[config.mk]
export PLATFORM = sky130hd
export DESIGN_NAME = fp_subtract_and_root_flags
export DESIGN_NICKNAME = d
export VERILOG_FILES = /design/src/hdl/fp_subtract_and_root_flags.v /design/src/hdl/fp_sub_core.v
export VERILOG_INCLUDE_DIRS = /design/src /design/src/hdl
export SDC_FILE = /design/constraint.sdc
export NUM_CORES = 1
export LEC_CHECK = 0
export BUFFER_PORTS_ARGS = -buffer_cell sky130_fd_sc_hd__buf_2
export CORE_MARGIN = 4
export CORE_UTILIZATION = 40
export DETAILED_ROUTE_END_ITERATION = 10
export PLACE_DENSITY = 0.68
export SLEW_MARGIN = 20
export SYNTH_ARGS = -nofsm -noshare
export SYNTH_HDL_FRONTEND = slang
export SYNTH_SLANG_ARGS = --single-unit
[constraint.sdc]
create_clock -name i_clk -period 28.1 [get_ports i_clk]
set_clock_uncertainty 0.2 [all_clocks]
set_input_delay 1.405 -clock i_clk [delete_from_list [all_inputs] [get_ports i_clk]]
set_output_delay 1.405 -clock i_clk [all_outputs]
set_load 0.02 [all_outputs]
[src/hdl/fp_subtract_and_root_flags_regs.vh]
// Constants for the subtract and square-root-flags execution block
`ifndef FP_SUBTRACT_AND_ROOT_FLAGS_REGS_VH
`define FP_SUBTRACT_AND_ROOT_FLAGS_REGS_VH

// -----------------------------------------------------------------
// Operation codes and issue slots
// -----------------------------------------------------------------
`define OP_ROOT_QUERY 8'h6f
`define OP_DIFF 8'h71
`define OP_DIFF_QUERY 8'h72
`define SLOT_ROOT 3'h2
`define SLOT_ADD_A 3'h1
`define SLOT_ADD_B 3'h4

// -----------------------------------------------------------------
// Timing in core clock cycles
// -----------------------------------------------------------------
`define ADD_LATENCY 5'h03
`define ROOT_LATENCY 5'h11
`define ROOT_RECOVERY 5'h10
`define ROOT_STEPS 5'h0d
`define ROOT_FINISH (`ROOT_RECOVERY - 5'h01)

// -----------------------------------------------------------------
// Exception vector bit positions and reset value
// -----------------------------------------------------------------
`define FLAGS_W 7
`define FLAG_DIV_ZERO 0
`define FLAG_ROUNDED 1
`define FLAG_TOO_SMALL 2
`define FLAG_TOO_LARGE 3
`define FLAG_BAD_OP 4
`define FLAG_IN_FLUSH 5
`define FLAG_OUT_FLUSH 6
`define CW_FLAGS_RESET 7'h00

// -----------------------------------------------------------------
// Rounding modes and special values
// -----------------------------------------------------------------
`define RM_NEAREST 2'h0
`define RM_DOWN 2'h1
`define RM_UP 2'h2
`define RM_ZERO 2'h3
`define QUIET_NAN 32'hffffffff
`define EXP_ALL_ONES 8'hff

`endif

[src/hdl/fp_subtract_and_root_flags.v]
// Subtract, subtract-flags and square-root-flags execution block
// What this block does
// - Root query: opcode 111, latency 17, recovery 16, slot 2
// - Root query returns square-root exception vector
// - Query operations never touch control-word flags
// - Vector bits 0..6 flags, upper bits zero
// - Root query flushes denormal input, reports it
// - Rounding follows control-word rounding mode
// - Guard bit zero keeps destination unchanged
// - Difference: opcode 113, latency 3, slots 1,4
// - Difference writes first minus second operand
// - Denormal subtract input flushed, sets control flag
// - Denormal difference becomes zero, sets control flag
// - Difference exceptions set control-word flags
// - Control flags sticky, cleared only by write
// - Flags update with the destination write
// - Simultaneous flag updates OR together
// - False guard blocks both write and flags
// - Difference query: opcode 114, latency 3, slots 1,4
// - Difference query returns subtract exception vector
// - Difference query flushes denormal inputs, reports it
// - Difference query reports denormal result flush
`timescale 1ns/1ps
`include "fp_subtract_and_root_flags_regs.vh"
module fp_subtract_and_root_flags (
  // Clock, reset, clock enable
  input wire i_clk,
  input wire i_rst_n,
  input wire i_ce,
  // Rounding mode held in the control word
  input wire [1:0] i_round_mode,
  // Adder unit issue
  input wire i_add_valid,
  input wire [7:0] i_add_opcode,
  input wire [2:0] i_add_slot,
  input wire [31:0] i_add_src1,
  input wire [31:0] i_add_src2,
  input wire i_add_guard_en,
  input wire [31:0] i_add_guard,
  input wire [6:0] i_add_dest,
  // Long-latency unit issue
  input wire i_root_valid,
  input wire [7:0] i_root_opcode,
  input wire [2:0] i_root_slot,
  input wire [31:0] i_root_src1,
  input wire i_root_guard_en,
  input wire [31:0] i_root_guard,
  input wire [6:0] i_root_dest,
  // Control word flag write and other units' flag updates
  input wire i_cw_write,
  input wire [6:0] i_cw_flags,
  input wire [6:0] i_other_flags,
  // Issue status
  output wire o_add_refused,
  output wire o_root_refused,
  output wire o_root_busy,
  // Adder unit destination write
  output reg o_add_wr_en,
  output reg [6:0] o_add_wr_dest,
  output reg [31:0] o_add_wr_data,
  // Long-latency unit destination write
  output reg o_root_wr_en,
  output reg [6:0] o_root_wr_dest,
  output reg [31:0] o_root_wr_data,
  // Control word exception flags
  output reg [6:0] o_cw_flags
);

  // -----------------------------------------------------------------
  // Square root step: one root bit from one radicand bit pair
  // -----------------------------------------------------------------
  function [53:0] root_step;
    input [27:0] rem;
    input [25:0] root;
    input [1:0] pair;
    reg [29:0] r;
    reg [29:0] t;
    begin
      r = {rem, pair};
      t = {2'b00, root, 2'b01};
      if (r >= t)
        root_step = {r[27:0] - t[27:0], root[24:0], 1'b1};
      else
        root_step = {r[27:0], root[24:0], 1'b0};
    end
  endfunction

  // -----------------------------------------------------------------
  // Adder unit
  // -----------------------------------------------------------------
  localparam ST_W = 49;
  wire [31:0] sub_result;
  wire [6:0] sub_flags;
  wire add_op_ok;
  wire add_slot_ok;
  wire add_take;
  wire add_we;
  reg [ST_W-1:0] add_st1;
  reg [ST_W-1:0] add_st2;
  wire st2_valid;
  wire st2_query;
  wire st2_we;
  wire [6:0] st2_dest;
  wire [31:0] st2_res;
  wire [6:0] st2_flags;
  wire add_commit;
  reg [6:0] next_cw_flags;

  // Arithmetic and flags, with the current rounding mode
  fp_sub_core u_sub (
    .i_a(i_add_src1),
    .i_b(i_add_src2),
    .i_round_mode(i_round_mode),
    .o_result(sub_result),
    .o_flags(sub_flags)
  );

  // Accept only own opcodes in slots 1 or 4
  assign add_op_ok = (i_add_opcode == `OP_DIFF) ||
                     (i_add_opcode == `OP_DIFF_QUERY);
  assign add_slot_ok = (i_add_slot == `SLOT_ADD_A) ||
                       (i_add_slot == `SLOT_ADD_B);
  assign add_take = i_add_valid & add_op_ok & add_slot_ok;
  assign o_add_refused = i_add_valid & ~add_take;
  assign add_we = ~i_add_guard_en | i_add_guard[0];

  // Stage fields
  assign st2_valid = add_st2[48];
  assign st2_query = add_st2[47];
  assign st2_we = add_st2[46];
  assign st2_dest = add_st2[45:39];
  assign st2_res = add_st2[38:7];
  assign st2_flags = add_st2[6:0];
  // Only a plain subtract whose guard is true or disabled reaches the control word
  assign add_commit = st2_valid & st2_we & ~st2_query;

  // Two pipeline stages then the output register: three cycles
  always @(posedge i_clk)
  begin
    if (!i_rst_n)
    begin
      add_st1 <= {ST_W{1'b0}};
      add_st2 <= {ST_W{1'b0}};
      o_add_wr_en <= 1'b0;
      o_add_wr_dest <= 7'h00;
      o_add_wr_data <= 32'h0;
    end
    else if (i_ce)
    begin
      add_st1 <= {add_take, i_add_opcode == `OP_DIFF_QUERY, add_we,
                  i_add_dest, sub_result, sub_flags};
      add_st2 <= add_st1;
      o_add_wr_en <= st2_valid & st2_we;
      o_add_wr_dest <= st2_dest;
      if (st2_query)
        o_add_wr_data <= {25'h0, st2_flags};
      else
        o_add_wr_data <= st2_res;
    end
  end

  // -----------------------------------------------------------------
  // Control word exception flags
  // -----------------------------------------------------------------
  // Write first, then every set ORed in so a set beats a clear
  always @*
  begin
    next_cw_flags = o_cw_flags;
    if (i_cw_write)
      next_cw_flags = i_cw_flags;
    next_cw_flags = next_cw_flags | i_other_flags;
    if (add_commit)
      next_cw_flags = next_cw_flags | st2_flags;
  end

  // Loaded on the same edge as the adder output register
  always @(posedge i_clk)
  begin
    if (!i_rst_n)
      o_cw_flags <= `CW_FLAGS_RESET;
    else if (i_ce)
      o_cw_flags <= next_cw_flags;
  end

  // -----------------------------------------------------------------
  // Long-latency unit: square root exception query
  // -----------------------------------------------------------------
  localparam S_IDLE = 2'b01;
  localparam S_ROOT = 2'b10;
  reg [1:0] state;
  reg [4:0] cnt;
  reg [51:0] rt_x;
  reg [27:0] rt_rem;
  reg [25:0] rt_root;
  reg rt_odd;
  reg rt_iter;
  reg rt_we;
  reg [6:0] rt_dest;
  reg [6:0] rt_flags;
  reg r1_valid;
  reg r1_we;
  reg [6:0] r1_dest;
  reg [6:0] r1_flags;
  wire root_take;
  wire [7:0] re;
  wire [22:0] rf;
  wire r_zero;
  wire r_nan;
  wire r_inf;
  wire [6:0] pre_flags;
  wire [51:0] load_x;
  reg [53:0] step_a;
  reg [53:0] step_b;
  reg inexact;

  // Busy until recovery passes; issue while busy is refused
  assign o_root_busy = (state != S_IDLE);
  assign root_take = i_root_valid & ~o_root_busy &
                     (i_root_opcode == `OP_ROOT_QUERY) &
                     (i_root_slot == `SLOT_ROOT);
  assign o_root_refused = i_root_valid & ~root_take;

  // Operand classification at issue
  assign re = i_root_src1[30:23];
  assign rf = i_root_src1[22:0];
  assign r_zero = (re == 8'h00);
  assign r_nan = (re == `EXP_ALL_ONES) && (rf != 23'h0);
  assign r_inf = (re == `EXP_ALL_ONES) && (rf == 23'h0);
  assign pre_flags[`FLAG_DIV_ZERO] = 1'b0;
  assign pre_flags[`FLAG_ROUNDED] = 1'b0;
  assign pre_flags[`FLAG_TOO_SMALL] = 1'b0;
  assign pre_flags[`FLAG_TOO_LARGE] = 1'b0;
  // Signalling NaN or negative nonzero operand is invalid
  assign pre_flags[`FLAG_BAD_OP] = (r_nan & ~rf[22]) |
                                   (~r_nan & i_root_src1[31] & ~r_zero);
  assign pre_flags[`FLAG_IN_FLUSH] = r_zero & (rf != 23'h0);
  assign pre_flags[`FLAG_OUT_FLUSH] = 1'b0;
  // Radicand scaled by an even power so the root is an integer
  assign load_x = re[0] ? {1'b0, 1'b1, rf, 27'h0} :
                          {2'b00, 1'b1, rf, 26'h0};

  // Two root bits per cycle, exactness check at the end
  always @*
  begin
    step_a = root_step(rt_rem, rt_root, rt_x[51:50]);
    step_b = root_step(step_a[53:26], step_a[25:0], rt_x[49:48]);
    inexact = (rt_rem != 28'h0) ||
              (rt_odd ? (rt_root[1:0] != 2'b00) : rt_root[0]);
  end

  // Sequencer: steps in cycles 1..13, result staged in cycle 15
  always @(posedge i_clk)
  begin
    if (!i_rst_n)
    begin
      state <= S_IDLE;
      cnt <= 5'h00;
      rt_x <= 52'h0;
      rt_rem <= 28'h0;
      rt_root <= 26'h0;
      rt_odd <= 1'b0;
      rt_iter <= 1'b0;
      rt_we <= 1'b0;
      rt_dest <= 7'h00;
      rt_flags <= 7'h00;
      r1_valid <= 1'b0;
      r1_we <= 1'b0;
      r1_dest <= 7'h00;
      r1_flags <= 7'h00;
    end
    else if (i_ce)
    begin
      r1_valid <= 1'b0;
      case (state)
        S_IDLE:
        begin
          if (root_take)
          begin
            state <= S_ROOT;
            cnt <= 5'h01;
            rt_x <= load_x;
            rt_rem <= 28'h0;
            rt_root <= 26'h0;
            rt_odd <= re[0];
            rt_iter <= ~r_zero & ~r_nan & ~r_inf & ~i_root_src1[31];
            rt_we <= ~i_root_guard_en | i_root_guard[0];
            rt_dest <= i_root_dest;
            rt_flags <= pre_flags;
          end
        end
        S_ROOT:
        begin
          cnt <= cnt + 5'h01;
          if (cnt <= `ROOT_STEPS)
          begin
            rt_rem <= step_b[53:26];
            rt_root <= step_b[25:0];
            rt_x <= {rt_x[47:0], 4'h0};
          end
          if (cnt == `ROOT_FINISH)
          begin
            state <= S_IDLE;
            r1_valid <= 1'b1;
            r1_we <= rt_we;
            r1_dest <= rt_dest;
            r1_flags <= rt_flags |
                        ({6'h00, rt_iter & inexact} << `FLAG_ROUNDED);
          end
        end
        default:
          state <= S_IDLE;
      endcase
    end
  end

  // Destination write in cycle 17; control word is never touched
  always @(posedge i_clk)
  begin
    if (!i_rst_n)
    begin
      o_root_wr_en <= 1'b0;
      o_root_wr_dest <= 7'h00;
      o_root_wr_data <= 32'h0;
    end
    else if (i_ce)
    begin
      o_root_wr_en <= r1_valid & r1_we;
      o_root_wr_dest <= r1_dest;
      o_root_wr_data <= {25'h0, r1_flags};
    end
  end

endmodule

[src/hdl/fp_sub_core.v]
// Single-precision subtract with flush-to-zero and flags
`timescale 1ns/1ps
`include "fp_subtract_and_root_flags_regs.vh"
module fp_sub_core (
  // Operands and rounding mode
  input wire [31:0] i_a,
  input wire [31:0] i_b,
  input wire [1:0] i_round_mode,
  // Difference and exception vector
  output reg [31:0] o_result,
  output reg [6:0] o_flags
);

  // Leading zero count
  function [4:0] lead_zeros;
    input [26:0] v;
    integer i;
    reg found;
    begin
      lead_zeros = 5'h00;
      found = 1'b0;
      for (i = 26; i >= 0; i = i - 1)
        if (!found)
        begin
          if (v[i])
            found = 1'b1;
          else
            lead_zeros = lead_zeros + 5'h01;
        end
    end
  endfunction

  reg [7:0] ea, eb, ex, ey, d;
  reg sa, sb, sign, big, na, nb, ia, ib, za, zb, rounded_flag, up;
  reg [23:0] mx, my;
  reg [26:0] al, man;
  reg [27:0] sum;
  reg [9:0] e;
  reg [4:0] lz;
  reg [24:0] rnd;
  reg [22:0] frac;

  // Classify operands, second one negated
  always @*
  begin
    ea = i_a[30:23];
    eb = i_b[30:23];
    sa = i_a[31];
    sb = ~i_b[31];
    na = (ea == `EXP_ALL_ONES) && (i_a[22:0] != 23'h0);
    nb = (eb == `EXP_ALL_ONES) && (i_b[22:0] != 23'h0);
    ia = (ea == `EXP_ALL_ONES) && !na;
    ib = (eb == `EXP_ALL_ONES) && !nb;
    za = (ea == 8'h00);
    zb = (eb == 8'h00);
    big = (i_a[30:0] >= i_b[30:0]);
    ex = big ? ea : eb;
    ey = big ? eb : ea;
    sign = big ? sa : sb;
    mx = big ? {1'b1, i_a[22:0]} : {1'b1, i_b[22:0]};
    my = big ? {1'b1, i_b[22:0]} : {1'b1, i_a[22:0]};
    d = ex - ey;
    // Align smaller operand, keep a sticky bit
    if (d >= 8'd27)
      al = 27'h1;
    else
    begin
      al = {my, 3'b000} >> d;
      al[0] = al[0] | (|({my, 3'b000} & ~({27{1'b1}} << d)));
    end
    if (sa == sb)
      sum = {1'b0, mx, 3'b000} + {1'b0, al};
    else
      sum = {1'b0, mx, 3'b000} - {1'b0, al};
    e = {2'b00, ex};
    lz = lead_zeros(sum[26:0]);
    if (sum[27])
    begin
      man = {sum[27:2], sum[1] | sum[0]};
      e = e + 10'd1;
    end
    else
    begin
      man = sum[26:0] << lz;
      e = e - {5'h00, lz};
    end
    // Rounding by the control word mode
    rounded_flag = |man[2:0];
    case (i_round_mode)
      `RM_NEAREST: up = man[2] & ((|man[1:0]) | man[3]);
      `RM_UP: up = ~sign & rounded_flag;
      `RM_DOWN: up = sign & rounded_flag;
      default: up = 1'b0;
    endcase
    rnd = {1'b0, man[26:3]} + {24'h0, up};
    frac = rnd[24] ? 23'h0 : rnd[22:0];
    if (rnd[24])
      e = e + 10'd1;
    // Result selection, specials first
    o_flags = 7'h00;
    o_flags[`FLAG_IN_FLUSH] = (za && i_a[22:0] != 23'h0) ||
                              (zb && i_b[22:0] != 23'h0);
    o_result = 32'h0;
    if (na || nb)
    begin
      o_result = `QUIET_NAN;
      o_flags[`FLAG_BAD_OP] = (na & ~i_a[22]) | (nb & ~i_b[22]);
    end
    else if (ia && ib && sa != sb)
    begin
      o_result = `QUIET_NAN;
      o_flags[`FLAG_BAD_OP] = 1'b1;
    end
    else if (ia)
      o_result = {sa, `EXP_ALL_ONES, 23'h0};
    else if (ib)
      o_result = {sb, `EXP_ALL_ONES, 23'h0};
    else if (za && zb)
      o_result = {(sa == sb) ? sa : (i_round_mode == `RM_DOWN), 31'h0};
    else if (za)
      o_result = {sb, i_b[30:0]};
    else if (zb)
      o_result = i_a;
    else if (sum == 28'h0)
      o_result = {i_round_mode == `RM_DOWN, 31'h0};
    else if (!e[9] && e[8:0] >= 9'd255)
    begin
      o_flags[`FLAG_TOO_LARGE] = 1'b1;
      o_flags[`FLAG_ROUNDED] = 1'b1;
      if (i_round_mode == `RM_NEAREST ||
          (i_round_mode == `RM_UP && !sign) ||
          (i_round_mode == `RM_DOWN && sign))
        o_result = {sign, `EXP_ALL_ONES, 23'h0};
      else
        o_result = {sign, 8'hfe, 23'h7fffff};
    end
    else if (e[9] || e == 10'd0)
    begin
      // Tiny result flushed to signed zero
      o_result = {sign, 31'h0};
      o_flags[`FLAG_OUT_FLUSH] = 1'b1;
      o_flags[`FLAG_TOO_SMALL] = 1'b1;
      o_flags[`FLAG_ROUNDED] = 1'b1;
    end
    else
    begin
      o_result = {sign, e[7:0], frac};
      o_flags[`FLAG_ROUNDED] = rounded_flag;
    end
  end

endmodule

======== Word-level counts from Yosys, hierarchy flattened ========
Cells that the tools add are included.
operators by class
  $add $sub $neg .......................... 36
  magnitude comparators ................... 6
  equal/unequal tests ..................... 20
  shift-type cells ........................ 3
  multiplexer cells ....................... 174
  bitwise logic cells ..................... 50
  reductions and logical operators ........ 47
operators by type and width
  operator               number
  $mux W32               9
  $mux W5                53
  $add A5 B1 Y5 const B  26
  $mux W54               2
  $mux W52               2
  $pmux W52 S2           1
  $mux W28               3
  $mux W1                72
  $mux W23               3
  $reduce_bool A23 Y1    3
  $mux W31               2
  $ge A30 B28 Y1         2
  $pmux W28 S2           1
  $sub A28 B28 Y28       2
  $mux W27               2
  $mux W26               2
  $pmux W26 S2           1
  $mux W51               1
  $ge A31 B31 Y1         1
  $add A27 B27 Y28       1
  $logic_not A28 Y1      1
  $reduce_bool A28 Y1    1
  $sub A27 B27 Y28       1
  $and A27 B27 Y27       1
  52 further kinds       143
word-level totals
  bits in registers ....................... 299
  input bits .............................. 220
  output and inout bits ................... 90
  word-level logic and storage cells ...... 359

======== Longest topological paths before layout ========
  depth after elaboration ................. 110
  depth in mapped cells ................... 154
  mapped depth without buffers ............ 139

======== Modules after synthesis ========
From an unflattened synthesis, not the netlist that was laid out.
second synthesis, totals
  cells, all modules ...................... 4219
  area, all modules ....................... 30964.7 µm²
by module, submodules not included
  module                      instances  cells an instance  area an instance (µm²)  sequential area each (µm²)
  fp_sub_core                 1          2473               16106.7                 0.0
  fp_subtract_and_root_flags  1          1746               14858.0                 5345.1

======== Least setup slack after synthesis ========
No wires, ideal clock.
  path type ............................... input -> register
  from .................................... input i_add_src2[23]
  to ...................................... register add_st1[18]
  setup time .............................. 0.086 ns
  arrival ................................. 26.416 ns
  data required time ...................... 27.814 ns
  slack ................................... 1.397 ns
  cell stages on the path ................. 147
  path buffers ............................ 15
  cell sequence ........................... inv_1 -> ha_1 -> buf_6 -> inv_2 -> o22ai_1 -> o221a_2 -> or3_1 -> buf_2 -> nor2_2 -> buf_2 -> buf_4 -> buf_2 -> buf_2 -> a21oi_1 -> ha_1 -> clkbuf_1 -> or4_4 -> o311a_1 -> (+111 left out) -> buf_2 -> nand2_1 -> o21ai_0 -> o21ai_0 -> a221oi_1 -> ha_1 -> ha_1 -> inv_1 -> nor2_1 -> and4_1 -> nand4_4 -> or4_4 -> o21a_1 -> o31a_1 -> or3_1 -> clkbuf_1 -> and3_1 -> a221oi_2
between the ends
  cells in the longest elaborated chain, start to end .. 110
  elaborated cells between the ends (all ways) .. 197
  those cells by class .................... 33 x add/sub; 3 x order compare; 1 x eq/ne; 3 x shift; 127 x mux; 9 x bitwise; 21 x reduce/logical
ends and longest elaborated chain
  element                                                                   line                              source
  from (decl)                                                               fp_subtract_and_root_flags.v:37   input wire [31:0] i_add_src2,
  parallel branches: the longest is 109 deep, another holds $ge A31 B31 Y1  -
  $mux W32 *                                                                fp_sub_core.v:104                 if (na || nb)
  to (signal assigned)                                                      fp_subtract_and_root_flags.v:142  add_st1 <= {ST_W{1'b0}};
  to (signal assigned)                                                      fp_subtract_and_root_flags.v:150  add_st1 <= {add_take, i_add_opcode == `OP_DIFF_QUERY, add_we,
  to (decl)                                                                 fp_subtract_and_root_flags.v:98   reg [ST_W-1:0] add_st1;
Every way passes the cells marked *.
A chain may end at the register's enable or synchronous reset.

======== Worst setup path in the final report ========
  from .................................... input i_add_src2[14]
  to ...................................... register add_st1[24]
The elaborated chain is that of the path after synthesis.

==> qor.tcl <==
set qor(library_cell_with_the_largest_summed_area_after_synthesis) {dfxtp_1}
set qor(layout_common_cells) {nand2_1 (522), nor2_1 (463), a21oi_1 (383)}
set qor(max_cap_violations) 0
set qor(min_period_over_period) 0.938
set qor(seqCellArea_um2) 5270
set qor(clk_latency_ns) 0.54
set qor(pins_over_slew_limit) 0
set qor(finish.net_count) 4485
set qor(p_leak_nw) 13.4
set qor(average_cell_area_after_synthesis_um2) 7.00
set qor(route.vias.total) 29600
set qor(achievable-frequency_mhz) 37.9
set qor(max_slew.worst_pin.slew_ns) 1.13
set qor(post-dp-hpwl_um) 74900
set qor(setup.reg_to_reg.worst_slack_ns) 16.61
set qor(mostFrequentLayoutCell) {nand2_1}
set qor(reg2reg_start) {rt_root[0]}
set qor(number_of_buffers_inserted_for_hold_repair_after_clock_tree_synthesis) 0
set qor(die-area_um2) 73800
set qor(cell_internal_pwr_w) 0.000871
set qor(globalplace.congestion) 1.02
set qor(via_per_inst) 5.88
set qor(max-vdd-ir-drop_mv) 0.0385
set qor(hold_path.class) {reg2reg}
set qor(ant_nets) 0
set qor(final_core_utilization) 0.450
set qor(power.share.sequential) 0.256
set qor(buffer_ports.inserted) 218
set qor(grt_max_degree) 125
set qor(root_buffer) {clkbuf_16}
set qor(mappedNetlistArea_um2) 27800
set qor(multi_input_area_um2) 21000
set qor(synth.distinct_cells) 121
set qor(power.share.switching) 0.442
set qor(timing.rr.end) {rt_rem[17]}
set qor(areaGrowthSynthToFinish_pct) 11.2
set qor(start_util) 0.405
set qor(relSlewSlack) 0.242
set qor(worst_path_max_delay_cell) {or4_4}
set qor(drt_iter0_markers) 2783
set qor(hold_path_startpoint) {o_cw_flags[0]}
set qor(critical-path-top-delay-family) {compound AO/OA/AOI/OAI gates}
set qor(setup_viol) 0
set qor(max_stage_delay_ns) 0.58
set qor(cts.path.max_buffers) 3
set qor(period_minus_slack_ns) 26.36
set qor(synth.yosys.warnings) 0
set qor(synth_top_area_share) 0.189
set qor(totalWireLength_um) 97900
set qor(clkPwrFrac) 0.224
set qor(postSynth.asyncResetShare) 0
set qor(ys.flop_type) {dfxtp_1}
set qor(post-route-drc-count) 0
set qor(std_cell_rows) 96
set qor(setup.worst_path.end_class) {register}
set qor(tritoncts.num_buffers) 26
set qor(htree_num_levels) 1
set qor(flop_and_latch_count_out_of_synthesis) 263
set qor(area_of_the_core_um2) 68700
set qor(grt_pass1_wl_um) 152000
set qor(status) {complete, no violations}
set qor(ios) 310
set qor(timing.hold.worst_endpoint) {o_cw_flags[0]}
set qor(antenna_found_initial) 1
set qor(clkTransAtPathRegs_ns) 0.07
set qor(synth_sequential_area_ratio) 0.189
set qor(critical_path.max_fanout) 10
set qor(synth_edf_count) 0
set qor(crit_top_cell) {ha_1}
set qor(fillers) 7161
set qor(timing.critical_path.required_ns) 28.35
set qor(clock_sink_count) 263
set qor(wire_per_inst_um) 19.4
set qor(timing.critical_path.buf_inv) 5
set qor(grt_remaining_overflow) 0
set qor(power_density_nw_per_um2) 50.6
set qor(synthesis.instances) 3970
set qor(final-hold-violation-count) 0
set qor(grt_setup_unrepaired) {false}
set qor(cts_tree) {built}
set qor(relative_contribution_of_combinational_cells_to_total_power) 0.520
set qor(share_of_post_route_cells_with_drive_strength_above_1) 0.130
set qor(synth_top_cells_by_area) {dfxtp_1 (19%), ha_1 (7.9%), nand2_1 (7.1%)}
set qor(fin_tns_setup_ns) 0
set qor(vias_in_the_first_global_route) 27300
set qor(track_usage) 0.250
set qor(die_w_um) 272
set qor(die_h_um) 272
set qor(crit_path_start_kind) {input pin}
set qor(power_spent_charging_and_discharging_nets_w) 0.000691
set qor(detail_route.first_pass.iterations) 8
set qor(worst_hold_path.num_cells) 2
set qor(worstSetupPathType) {in2reg}
set qor(worstRegToRegCells) 45
set qor(worst_ep_arrival_time_ns) 26.61
[Yosys cell counts, drive strengths merged (9+ instances only)]
cell type and count:
a21o 57, a221oi 12, a21boi 23, nor2 468
buf 94, o21ai 261, o221ai 16, nand4 53
a211o 12, o21bai 20, nand2 534, ha 175
a211oi 38, or2 23, clkbuf 165, a31oi 45
a2111oi 9, o211ai 59, inv 191, nand3 112
o311ai 9, a311oi 10, and2 39, a21oi 390
and3 49, dfxtp 263, a31o 24, mux2i 193
a22oi 16, nand2b 33, xnor2 93, o21a 21
o31ai 33, nor4 39, nor3 87, xor2 45
nor2b 33, mux2 27, or3 25, o22a 9
[worst max path at each step]
| stage | start | end | cells after the start |
|---|---|---|---|
| after global placement | i_add_src2[10] | add_st1[10] | 137 |
| final | i_add_src2[14] | add_st1[24] | 136 |
| after detailed placement | i_add_src2[10] | add_st1[18] | 137 |
| after floorplan | i_add_src2[23] | add_st1[18] | 147 |
| after CTS | i_add_src2[10] | add_st1[24] | 137 |
| after global routing | i_add_src2[10] | add_st1[24] | 141 |
[what timing repair did]
| action | CTS | global route |
|---|---|---|
| setup buffers | 0 | 3 |
| endpoints found under the hold margin | 0 | 0 |
| setup endpoints to repair | 0 | 34 |
| resized for setup | 0 | 37 |
[registers in the layout, indices dropped and copies added, names as in the netlist, 2 cells and up]
| signal | cells |
|---|---|
| rt_dest | 7 |
| o_add_wr_dest | 7 |
| o_root_wr_data | 3 |
| o_add_wr_data | 32 |
| rt_rem | 28 |
| add_st1 | 47 |
| rt_root | 26 |
| o_cw_flags | 7 |
| state | 2 |
| r1_flags | 3 |
| o_root_wr_dest | 7 |
| rt_flags | 2 |
| r1_dest | 7 |
| rt_x | 26 |
| cnt | 5 |
| add_st2 | 47 |
[power by group through the flow]
stage / logic [W] / clock network [W] / registers (W)
global placement: 0.000776 / 0 / 0.000409
floorplan: 0.000551 / 0 / 0.000405
finish: 0.000813 / 0.000349 / 0.000401
detailed placement: 0.000778 / 0 / 0.000409
CTS: 0.000783 / 0.000355 / 0.000401
global route: 0.000882 / 0.000371 / 0.000401
[stage by stage]
stage / hold slack (ns) / area, um^2 / setup WS (ns) / instances / total power, W
floorplan: 0.232 / 27900 / 1.40 / 3998 / 0.000956
global placement: 0.236 / 29900 / 0.555 / 4988 / 0.00118
detailed placement: 0.238 / 29900 / 0.432 / 4988 / 0.00119
CTS: 0.247 / 30700 / 0.853 / 5035 / 0.00154
global route: 0.256 / 30900 / 0.0159 / 5038 / 0.00165
finish: 0.246 / 30900 / 1.74 / 5039 / 0.00156
[worst register-to-register path, delay by kind of cell, from the launching register on]
family,cells,cell delay (ns)
flops,1,0.44
buf+inv,4,0.96
simple gates,4,0.46
fa+ha+maj,2,0.67
mux,1,0.30
compound gates,34,8.35
[layout make-up]
| class | instances | area share |
|---|---|---|
| clock buffer | 35 | 0.0241 |
| clock inverter | 12 | 0.00320 |
| tap | 931 | 0.0377 |
| inverter | 194 | 0.0239 |
| multi-input combinational | 3282 | 0.680 |
| timing repair buffer | 321 | 0.0607 |
| sequential | 263 | 0.170 |
| antenna | 1 | 0.0000810 |
[routing by layer]
layer	GRT usage	part of all wire	vias to the layer above
met5	0	0.00013	-
met4	0.0917	0.047	2
li1	-	-	14400
met1	0.340	0.43	13700
met3	0.0359	0.078	255
met2	0.402	0.44	1216
[kinds of logic (layout without fill, tap and decap cells)]
kind of cell,count (synthesis),after routing,share of synthesized area
other,1,30,0.000135
buffers and inverters,453,562,0.0679
AND/OR/NAND/NOR,1541,1541,0.256
adder cells (fa/ha/maj),183,183,0.0824
multiplexers,228,228,0.0869
flip-flops,263,263,0.189
XOR/XNOR,143,143,0.0497
AO/OA/AOI/OAI,1158,1158,0.268
No activity file was read; power rests on OpenSTA's default activity.
